==> config.mk <==
export PLATFORM = sky130hd
export DESIGN_NAME = quad_spi_flash_read_master
export DESIGN_NICKNAME = d
export VERILOG_FILES = /design/src/verilog/flash_link_pkg.sv /design/src/verilog/quad_spi_flash_read_master.sv
export VERILOG_INCLUDE_DIRS = /design/src /design/src/verilog
export SDC_FILE = /design/constraint.sdc
export NUM_CORES = 2
export LEC_CHECK = 0
export BUFFER_PORTS_ARGS = -buffer_cell sky130_fd_sc_hd__buf_2
export CAP_MARGIN = 25
export CORE_MARGIN = 2
export CORE_UTILIZATION = 45
export CTS_CLUSTER_DIAMETER = 30
export DETAILED_ROUTE_END_ITERATION = 10
export PLACE_DENSITY = 0.6
export SYNTH_ARGS = -nofsm -noshare
export SYNTH_HDL_FRONTEND = slang
export SYNTH_SLANG_ARGS = --single-unit
==> constraint.sdc <==
create_clock -name clk_sys_in -period 6.1 [get_ports clk_sys_in]
set_clock_uncertainty 0.1 [all_clocks]
set_input_delay 0 -clock clk_sys_in [delete_from_list [all_inputs] [get_ports clk_sys_in]]
set_output_delay 0 -clock clk_sys_in [all_outputs]
set_load 0.01 [all_outputs]
==> src/verilog/flash_link_cfg.svh <==
`ifndef FLASH_LINK_CFG_SVH
`define FLASH_LINK_CFG_SVH

// =====================================================================
// Lane selection codes
`define LANE_SINGLE      2'h0
`define LANE_DUAL        2'h1
`define LANE_QUAD        2'h2

// =====================================================================
// Pin arrangement codes
`define PINS_THREE       2'h0
`define PINS_FOUR        2'h1
`define PINS_SIX         2'h2

// =====================================================================
// Link timing and pin positions
`define DIV_ZERO_PER_M1  1
`define TAIL_LAST        2'h1
`define OUT_PIN          1
`define OUT_PIN_OE       4'h2
`define PINS_OFF         4'h0

`endif

==> src/verilog/flash_link_pkg.sv <==
package flash_link_pkg;

    // =================================================================
    // Frame sequencer states
    typedef enum logic [3:0] {
        st_idle  = 4'b0001,
        st_lead  = 4'b0010,
        st_shift = 4'b0100,
        st_tail  = 4'b1000
    } link_state_t;

endpackage

==> src/verilog/quad_spi_flash_read_master.sv <==
`timescale 1ns/1ps
`include "flash_link_cfg.svh"
// Summary of operation
// (RQ1) Always master: drives clock and select
// (RQ2) Reads over one, two or four lines
// (RQ3) Word length 1 to 128 bits
// (RQ4) 1 to 4096 words under one select
// (RQ5) Separately enabled word and frame interrupts
// (RQ6) Select-to-data delay of 0 to 3 periods
// (RQ7) Three, four or six pin arrangement
// (RQ8) Divider sets period and high/low split
// (RQ9) Software should prefer zero or odd divider
// (RQ10) Clock idles low, phase zero
// (RQ11) Input sampled on falling clock edges
// (RQ12) Select leads first falling edge by delay+1
// (RQ13) Select releases two periods after last fall
// (RQ14) Output changes on falls, first bit early
// (RQ15) Output pin driven from select active edge
// (RQ16) Final input bit sampled one period late
// (RQ17) Select active low for whole frame
// (RQ18) Sticky flags, interrupt is OR of enabled
module quad_spi_flash_read_master
    import flash_link_pkg::*;
#(
    parameter int WORD_W = 128,
    parameter int CNT_W  = 12,
    parameter int DIV_W  = 8
) (
    // Clock and reset
    input  wire logic                       clk_sys_in,
    input  wire logic                       reset_in,
    // Transfer setup
    input  wire logic                       start_in,
    input  wire logic [1:0]                 lane_mode_in,
    input  wire logic [1:0]                 pin_mode_in,
    input  wire logic [1:0]                 cs_to_clock_delay_field_in,
    input  wire logic [DIV_W-1:0]           serial_clock_divide_ratio_in,
    input  wire logic [$clog2(WORD_W)-1:0]  word_len_m1_in,
    input  wire logic [CNT_W-1:0]           word_count_m1_in,
    input  wire logic [WORD_W-1:0]          tx_word_in,
    // Interrupt control
    input  wire logic                       word_irq_en_in,
    input  wire logic                       frame_irq_en_in,
    input  wire logic                       word_flag_clr_in,
    input  wire logic                       frame_flag_clr_in,
    // Link pins
    input  wire logic [3:0]                 data_pin_in,
    output logic                            sclk_out,
    output logic                            cs_n_out,
    output logic [3:0]                      data_pin_out,
    output logic [3:0]                      data_pin_oe_out,
    // Status
    output logic                            busy_out,
    output logic [WORD_W-1:0]               rx_word_out,
    output logic                            word_valid_out,
    output logic                            frame_done_out,
    output logic                            word_flag_out,
    output logic                            frame_flag_out,
    output logic                            irq_out
);
    localparam int LEN_W = $clog2(WORD_W);
    typedef struct packed {
        link_state_t        fsm;
        logic [3:0]         sync1;
        logic [3:0]         sync2;
        logic [DIV_W:0]     ph;
        logic [1:0]         lead;
        logic [1:0]         tail;
        logic [LEN_W-1:0]   beat;
        logic [CNT_W-1:0]   word;
        logic [WORD_W-1:0]  tx_sh;
        logic [WORD_W-1:0]  rx_sh;
        logic [WORD_W-1:0]  rx_word;
        logic [1:0]         lanes;
        logic [1:0]         pins;
        logic [1:0]         dly;
        logic [DIV_W-1:0]   div;
        logic [LEN_W-1:0]   len_m1;
        logic [CNT_W-1:0]   cnt_m1;
        logic               sclk;
        logic               cs_n;
        logic               busy;
        logic               word_valid;
        logic               frame_done;
        logic               word_flag;
        logic               frame_flag;
        logic               irq;
        logic [3:0]         d_o;
        logic [3:0]         d_oe;
    } st_t;
    st_t s_r;
    st_t s_nxt;
    // =================================================================
    // Divider arithmetic: period P = div+1, or two ticks when div is zero
    function automatic logic [DIV_W:0] per_m1(input logic [DIV_W-1:0] div);
        per_m1 = (div == '0) ? (DIV_W+1)'(`DIV_ZERO_PER_M1) : {1'b0, div};
    endfunction
    // Low phase takes the larger half, so high is floor(P/2)
    function automatic logic [DIV_W:0] low_len(input logic [DIV_W-1:0] div);
        logic [DIV_W:0] p;
        p       = per_m1(div) + (DIV_W+1)'(1);
        low_len = p - (p >> 1);
    endfunction
    function automatic logic [WORD_W-1:0] rx_shift(input logic [WORD_W-1:0] rx, input logic [3:0] d,
                                                   input logic [1:0] lanes, input logic [1:0] pins);
        case (lanes)
            `LANE_QUAD: rx_shift = {rx[WORD_W-5:0], d};
            `LANE_DUAL: rx_shift = {rx[WORD_W-3:0], d[1:0]};
            default:    rx_shift = {rx[WORD_W-2:0], (pins == `PINS_THREE) ? d[`OUT_PIN] : d[0]};
        endcase
    endfunction

    // =================================================================
    // Next-state logic
    logic              period_end;
    logic              clk_per;
    logic              fe;
    logic              last_beat;
    logic              last_word;
    logic              word_done;
    logic              frame_end;
    logic              n_clk_per;
    logic [LEN_W-1:0]  beats_m1;
    logic [LEN_W-1:0]  tx_align;
    logic [WORD_W-1:0] rx_next;
    logic [1:0]        eff_lanes;
    always_comb begin
        s_nxt            = s_r;
        s_nxt.sync1      = data_pin_in;
        s_nxt.sync2      = s_r.sync1;
        word_done        = 1'b0;
        frame_end        = 1'b0;
        period_end       = (s_r.ph == per_m1(s_r.div));
        clk_per          = (s_r.fsm == st_lead && s_r.lead == s_r.dly) || s_r.fsm == st_shift;
        fe               = clk_per && period_end;
        case (s_r.lanes)
            `LANE_QUAD: beats_m1 = s_r.len_m1 >> 2;
            `LANE_DUAL: beats_m1 = s_r.len_m1 >> 1;
            default:    beats_m1 = s_r.len_m1;
        endcase
        last_beat = (s_r.beat == beats_m1);
        last_word = (s_r.word == s_r.cnt_m1);
        tx_align  = LEN_W'(WORD_W - 1) - s_r.len_m1;
        rx_next   = rx_shift(s_r.rx_sh, s_r.sync2, s_r.lanes, s_r.pins); // RQ11 RQ2
        // Unused lane code 3 behaves as single lane
        eff_lanes = (pin_mode_in == `PINS_SIX && lane_mode_in inside {`LANE_DUAL, `LANE_QUAD})
                  ? lane_mode_in : `LANE_SINGLE; // RQ7
        if (s_r.fsm != st_idle) begin
            s_nxt.ph = period_end ? '0 : s_r.ph + (DIV_W+1)'(1);
        end
        case (s_r.fsm)
            st_idle: begin
                if (start_in) begin
                    s_nxt.fsm    = st_lead;
                    s_nxt.cs_n   = 1'b0; // RQ1 RQ17
                    s_nxt.busy   = 1'b1;
                    s_nxt.ph     = '0;
                    s_nxt.lead   = '0;
                    s_nxt.beat   = '0;
                    s_nxt.word   = '0;
                    s_nxt.rx_sh  = '0;
                    s_nxt.lanes  = eff_lanes;
                    s_nxt.pins   = pin_mode_in;
                    s_nxt.dly    = cs_to_clock_delay_field_in; // RQ6
                    s_nxt.div    = serial_clock_divide_ratio_in;
                    s_nxt.len_m1 = word_len_m1_in; // RQ3
                    s_nxt.cnt_m1 = word_count_m1_in; // RQ4
                    s_nxt.tx_sh  = tx_word_in << (LEN_W'(WORD_W - 1) - word_len_m1_in);
                    // First output bit appears with the select edge
                    s_nxt.d_o[`OUT_PIN] = s_nxt.tx_sh[WORD_W-1]; // RQ14
                    s_nxt.d_oe = (eff_lanes == `LANE_SINGLE && pin_mode_in != `PINS_THREE)
                               ? `OUT_PIN_OE : `PINS_OFF; // RQ15
                end
            end
            st_lead, st_shift: begin
                if (s_r.fsm == st_lead && period_end && !clk_per) begin
                    s_nxt.lead = s_r.lead + 2'h1; // RQ12
                end
                if (fe) begin
                    s_nxt.fsm   = st_shift;
                    s_nxt.tx_sh = s_r.tx_sh << 1;
                    // Frame-final bit is taken one period later, in the tail
                    if (!(last_beat && last_word)) begin
                        s_nxt.rx_sh = rx_next; // RQ11 RQ16
                    end
                    if (last_beat) begin
                        s_nxt.beat = '0;
                        if (last_word) begin
                            s_nxt.fsm  = st_tail;
                            s_nxt.tail = '0;
                        end else begin
                            word_done   = 1'b1;
                            s_nxt.word  = s_r.word + CNT_W'(1); // RQ4
                            s_nxt.tx_sh = tx_word_in << tx_align;
                        end
                    end else begin
                        s_nxt.beat = s_r.beat + LEN_W'(1);
                    end
                    s_nxt.d_o[`OUT_PIN] = s_nxt.tx_sh[WORD_W-1]; // RQ14
                end
            end
            st_tail: begin
                if (period_end) begin
                    if (s_r.tail != `TAIL_LAST) begin
                        s_nxt.rx_sh = rx_next; // RQ16
                        s_nxt.tail  = `TAIL_LAST;
                        word_done   = 1'b1;
                        frame_end   = 1'b1;
                    end else begin
                        s_nxt.fsm  = st_idle;
                        s_nxt.cs_n = 1'b1; // RQ13
                        s_nxt.d_oe = `PINS_OFF; // RQ15
                        s_nxt.d_o  = '0;
                        s_nxt.busy = 1'b0;
                    end
                end
            end
            default: begin
                s_nxt.fsm  = st_idle;
                s_nxt.cs_n = 1'b1;
                s_nxt.d_oe = `PINS_OFF;
            end
        endcase
        // Mode 0 clock: low then high within each clocked period
        n_clk_per  = (s_nxt.fsm == st_lead && s_nxt.lead == s_nxt.dly) || s_nxt.fsm == st_shift;
        s_nxt.sclk = n_clk_per && s_nxt.ph >= low_len(s_nxt.div); // RQ8 RQ10
        if (word_done) begin
            s_nxt.rx_word = s_nxt.rx_sh & ({WORD_W{1'b1}} >> tx_align);
        end
        s_nxt.word_valid = word_done;
        s_nxt.frame_done = frame_end;
        // A new event wins over a clear in the same cycle
        s_nxt.word_flag  = word_done | (s_r.word_flag & ~word_flag_clr_in); // RQ18 RQ5
        s_nxt.frame_flag = frame_end | (s_r.frame_flag & ~frame_flag_clr_in); // RQ18 RQ5
        s_nxt.irq = (s_nxt.word_flag & word_irq_en_in) | (s_nxt.frame_flag & frame_irq_en_in); // RQ18
    end
    always_ff @(posedge clk_sys_in) begin
        if (reset_in) begin
            s_r      <= '0;
            s_r.fsm  <= st_idle;
            s_r.cs_n <= 1'b1;
        end else begin
            s_r <= s_nxt;
        end
    end
    assign sclk_out        = s_r.sclk;
    assign cs_n_out        = s_r.cs_n;
    assign data_pin_out    = s_r.d_o;
    assign data_pin_oe_out = s_r.d_oe;
    assign busy_out        = s_r.busy;
    assign rx_word_out     = s_r.rx_word;
    assign word_valid_out  = s_r.word_valid;
    assign frame_done_out  = s_r.frame_done;
    assign word_flag_out   = s_r.word_flag;
    assign frame_flag_out  = s_r.frame_flag;
    assign irq_out         = s_r.irq;

    // =================================================================
    // Checks
    logic [15:0] lead_cyc_r;
    always_ff @(posedge clk_sys_in) begin
        if (reset_in || s_r.fsm != st_lead) begin
            lead_cyc_r <= '0;
        end else begin
            lead_cyc_r <= lead_cyc_r + 16'h1;
        end
    end
endmodule

[Yosys cells after proc, flatten, opt, wreduce, memory -nomap -nowiden]
Cells that the tools add are included.
Storage, ports and cells
  register bits: 473
  output and inout bits: 144
Cells by class
  $add $sub $neg: 8
  $lt $le $gt $ge: 1
  equality and inequality tests: 26
  shift operators: 3
  multiplexer cells: 56
  bitwise gates (word level): 11
  reductions and logical operators: 30
Operators with widths (number)
  $mux 128: 3
  $pmux 128 s3: 1
  $pmux 147 s2: 1
  $mux 140: 2
  $mux 277: 1
  $mux 275: 1
  $pmux 128 s2: 1
  $shl 128x7->128: 2
  $and 128x128->128: 1
  $shr 128x7->128 const A: 1
  $mux 29: 2
  $mux 4: 7
  $mux 9: 3
  $pmux 4 s3: 2
  $mux 2: 10
  $logic_not 8->1: 2
  $mux 8: 2
  $ne 2x2->1 const B: 8
  $pmux 7 s2: 1
  $sub 7x7->7 const A: 2
  $add 12x1->12 const B: 1
  $eq 12x12->1: 1
  $mux 6: 2
  $mux 11: 1
  other kinds (37): 77

[Logic depth before layout (Yosys ltp)]
  depth in word-level cells: 11
  depth in mapped cells: 23
  gate-level depth less buffers: 21

[Least setup slack after synthesis]
No wires, ideal clock.
  path type: reg2reg
  start point: reg s_r[474] (netlist bit)
  end point: reg s_r, in the netlist sclk_out
  data arrival time: 4796 ps
  required time: 5914 ps
  slack: 1119 ps
  stages on the path, launching flop included: 23
  path buffers: 3
  path through: dfxtp_1 > buf_2 > or4b_2 > buf_2 > nor2_8 > buf_1 > mux2i_1 > ha_1 > inv_1 > ha_1 > nor2b_1 > o21a_1 > o21a_1 > o21a_1 > o21a_1 > o21a_1 > or2_2 > ha_1 > o21ai_0 > nand2b_1 > a31oi_1 > or2_2 > a211oi_1
Between the ends
  longest elaborated chain between the ends: 11
RTL lines
  from (decl): line quad_spi_flash_read_master.sv:91  | st_t s_r;
  from (signal assigned): line quad_spi_flash_read_master.sv:243  | s_r <= s_nxt;
  parallel branches: the longest is 10 deep, another holds $add 8x1->9
  $logic_and 1x1->1 (*): line quad_spi_flash_read_master.sv:226  | s_nxt.sclk = n_clk_per && s_nxt.ph >= low_len(s_nxt.div);
Every way passes the cells marked *.
A chain may end at the register's enable or synchronous reset.

[Final worst setup path]
Same ends and word-level chain as after synthesis.

==> qor.yml <==
setup_viol: 0
drv_slew: 0
fmax_mhz: 175
async_flop_share_pct: 0
ys_types: 101
synth.cell_area_sq_um: 44300
antenna_found_initial: 19
wl_met1_mm: 89.4
critPathKind: "register to register"
worstPathArrival_ns: 6.18
hp-class: "primary input to register"
worst_pin_slew_ns: 1.38
whs_ns: 0.0802
hold_viol_final: 0
syn_inst: 5418
path_max_fanout: 15
p_sw_share_pct: 37.7
dieArea_sq_um: 101000
drive_gt1_share_pct: 22.9
clk_latency_ns: 0.70
vias: 50000
post-cts-setup-buffer-count: 0
critPathCaptureType: "register"
grt_pass1_vias: 45300
hpwl_mm: 187
drc: 0
cts_buffers: 106
power_density_nw_per_um2: 276
synth_top_flop_cell: "dfxtp_1"
io_pins: 316
min_period_ns: 5.72
leakagePower_uw: 0.0190
synth_most_common_cell: "nor2_1"
max_slew_margin_pct: 7.54
avgSynthCellArea_sq_um: 8.17
cts_root_buffer: "clkbuf_16"
viasPerCell: 7.37
cts_tree: "done"
synth-edff-count: 0
critPathLaunchType: "register"
globalplace.congestion: 1.10
nNetsFinal: 5584
clockBufferDepth: 3
die_w_microns: 318
first_pass_iters: 9
power_uw: 13900
yosysWarnings: 0
initial_utilization_pct: 45.2
p_sw_uw: 5230
ant_nets: 0
worstPathRequired_ns: 6.57
grt_max_degree: 116
port_buffers: 309
fin_crit_sh_pct: 93.7
rsz0062_at_grt: "no"
highest_layer: "met5"
syn_to_final_growth_pct: 13.7
yosysTopAreaCellShare_pct: 21.2
cts.htree.levels: 3
overflow: 0
core-area_sq_um: 98000
n_fill_cell: 9390
wirelength_mm: 256
p_comb_share_pct: 31.6
clkPwrFrac_pct: 44.7
yosys.area.top_type: "dfxtp_1"
setup_tns_ns: 0
wire_per_inst_microns: 37.8
wl_met3_mm: 31.3
synth-seq-area-share_pct: 21.2
grt_pass1_wl_mm: 357
clkTransAtPathRegs_ns: 0.04
numClockSinks: 469
vdd_ir_drop_max_uv: 241
status: "complete, no violations"
placed_area_sq_um: 45500
dr_wl_met2_mm: 107
drv_cap: 0
power.internal_uw: 8650
pwr-share-seq_pct: 23.7
yosys-top-cells-area: "dfxtp_1 (21%), mux4_2 (14%), mux2i_1 (5.4%)"
ys_ff_latch: 469
rows: 115
dieHeight_microns: 318
stdcell_area_sq_um: 50400
drt_iter0_markers: 8480
grtUsageTotal_pct: 48.9
synth_common_cells: "nor2_1 (548), nand2_1 (490), dfxtp_1 (469), a21oi_1 (466), clkbuf_1 (356)"
==> worst max-delay path: stages, from the launching register on <==
cell and delay, ns:
dfxtp_1 0.41, or4b_2 0.86, nor2_8 0.31, mux2i_1 0.38, ha_1 0.30, inv_1 0.07
ha_1 0.22, nor2b_1 0.14, o21a_1 0.19, o21a_1 0.19, o21a_1 0.19, o21a_1 0.20
o21a_1 0.18, or2_2 0.29, ha_1 0.28, o21ai_0 0.15, nand2b_1 0.08, a31oi_1 0.29
or2_2 0.17, a211oi_1 0.04, dlygate4sd3_1 0.55
==> flip-flops by register name (all words and copies together), names as in the netlist <==
register,flops
frame_done_out,1
cs_n_out,1
word_flag_out,1
frame_flag_out,1
busy_out,1
data_pin_out,1
rx_word_out,128
s_r,327
word_valid_out,1
s_nxt,4
irq_out,1
data_pin_oe_out,1
sclk_out,1
==> cell type report <==
class	instances	area [sq um]	share of cell area (%)
antenna	12	30.0	0.0596
timing repair buffer	567	3870	7.70
clock inverter	70	1050	2.09
tap	1287	1610	3.20
sequential	469	9410	18.7
clock buffer	126	2860	5.68
inverter	84	322	0.639
multi-input combinational	4162	31200	61.9
==> per-stage QoR <==
step	setup WS, ns	cells	util [%]
floorplan	1.12	5423	-
CTS	0.414	6755	51.2
finish	0.385	6777	51.4
detailed placement	0.990	6479	46.4
global route	0.0628	6766	51.4
global placement	0.976	6471	46.3
==> worst paths after layout <==
kind / startpoint / endpoint / slack (ns) / depth (start not counted)
worst max-delay path: s_r[474] / sclk_out / 0.38 / 20
worst min-delay path: cs_to_clock_delay_field_in[1] / s_r[44] / 0.08 / 4
worst max register to register: s_r[474] / sclk_out / 0.38 / 20
worst min register to register: s_nxt[468] / s_r[468] / 0.33 / 1
==> power by group through the flow <==
stage	Combinational (uW)	Clock, uW	Sequential [uW]
after floorplan	2350	0	3280
after global placement	4000	0	3350
after detailed placement	3990	0	3340
after CTS	4050	6220	3290
after global routing	4390	6390	3300
final	4380	6200	3300
==> routing by layer <==
layer  vias to the layer above  global-route usage, %
met5                         -                  0.189
met4                        10                   43.6
met3                      1091                   14.9
met2                      4074                   71.5
met1                     24200                   57.8
li1                      20600                      -
==> kinds of logic (layout without fill, tap and decap cells) <==
kind of cell	Yosys count	count (layout)	synth area share, %
buffers and inverters	792	847	8.73
AOI/OAI and AO/OA	1974	1974	30.1
adders and majority gates	22	22	0.622
and+or+nand+nor	1396	1396	13.7
other	1	18	0.00847
DFF	469	469	21.2
muxes	714	714	24.7
xor gates and xnor gates	50	50	0.989
==> repair_timing <==
item                                   4_1_cts  5_1_grt
hold buffers                                80        0
endpoints found under the hold margin       87        0
resized for setup                            0        0
setup endpoints to repair                    0        0
==> layout by cell type, fill, tap and decap left out, types with 19 or more instances in the layout <==
master / netlist / layout
a222oi_1: 19 / 19
dlygate4sd3_1: 0 / 80
nand2b_1: 27 / 27
o211ai_1: 71 / 71
a21o_1: 79 / 79
inv_1: 79 / 74
nor2_1: 548 / 546
mux2i_1: 239 / 238
o21a_1: 25 / 25
nor2b_1: 28 / 27
a31oi_1: 44 / 43
buf_4: 160 / 165
a22oi_1: 219 / 219
o221ai_1: 36 / 36
ha_1: 22 / 20
a22o_1: 84 / 84
xnor2_1: 27 / 27
mux2_2: 193 / 193
and2_1: 24 / 24
o22ai_1: 107 / 107
nor3_1: 75 / 73
nand2_1: 490 / 489
mux4_2: 282 / 282
nand3_1: 80 / 80
a211oi_1: 166 / 165
xor2_1: 23 / 23
o21ai_0: 320 / 317
dfxtp_1: 469 / 462
o22a_1: 24 / 24
and3_1: 25 / 25
o31ai_1: 61 / 61
a221o_1: 20 / 20
a21oi_1: 466 / 465
clkbuf_16: 0 / 106
a221oi_1: 52 / 52
buf_2: 128 / 304
Power figures use the tool's default switching activity.
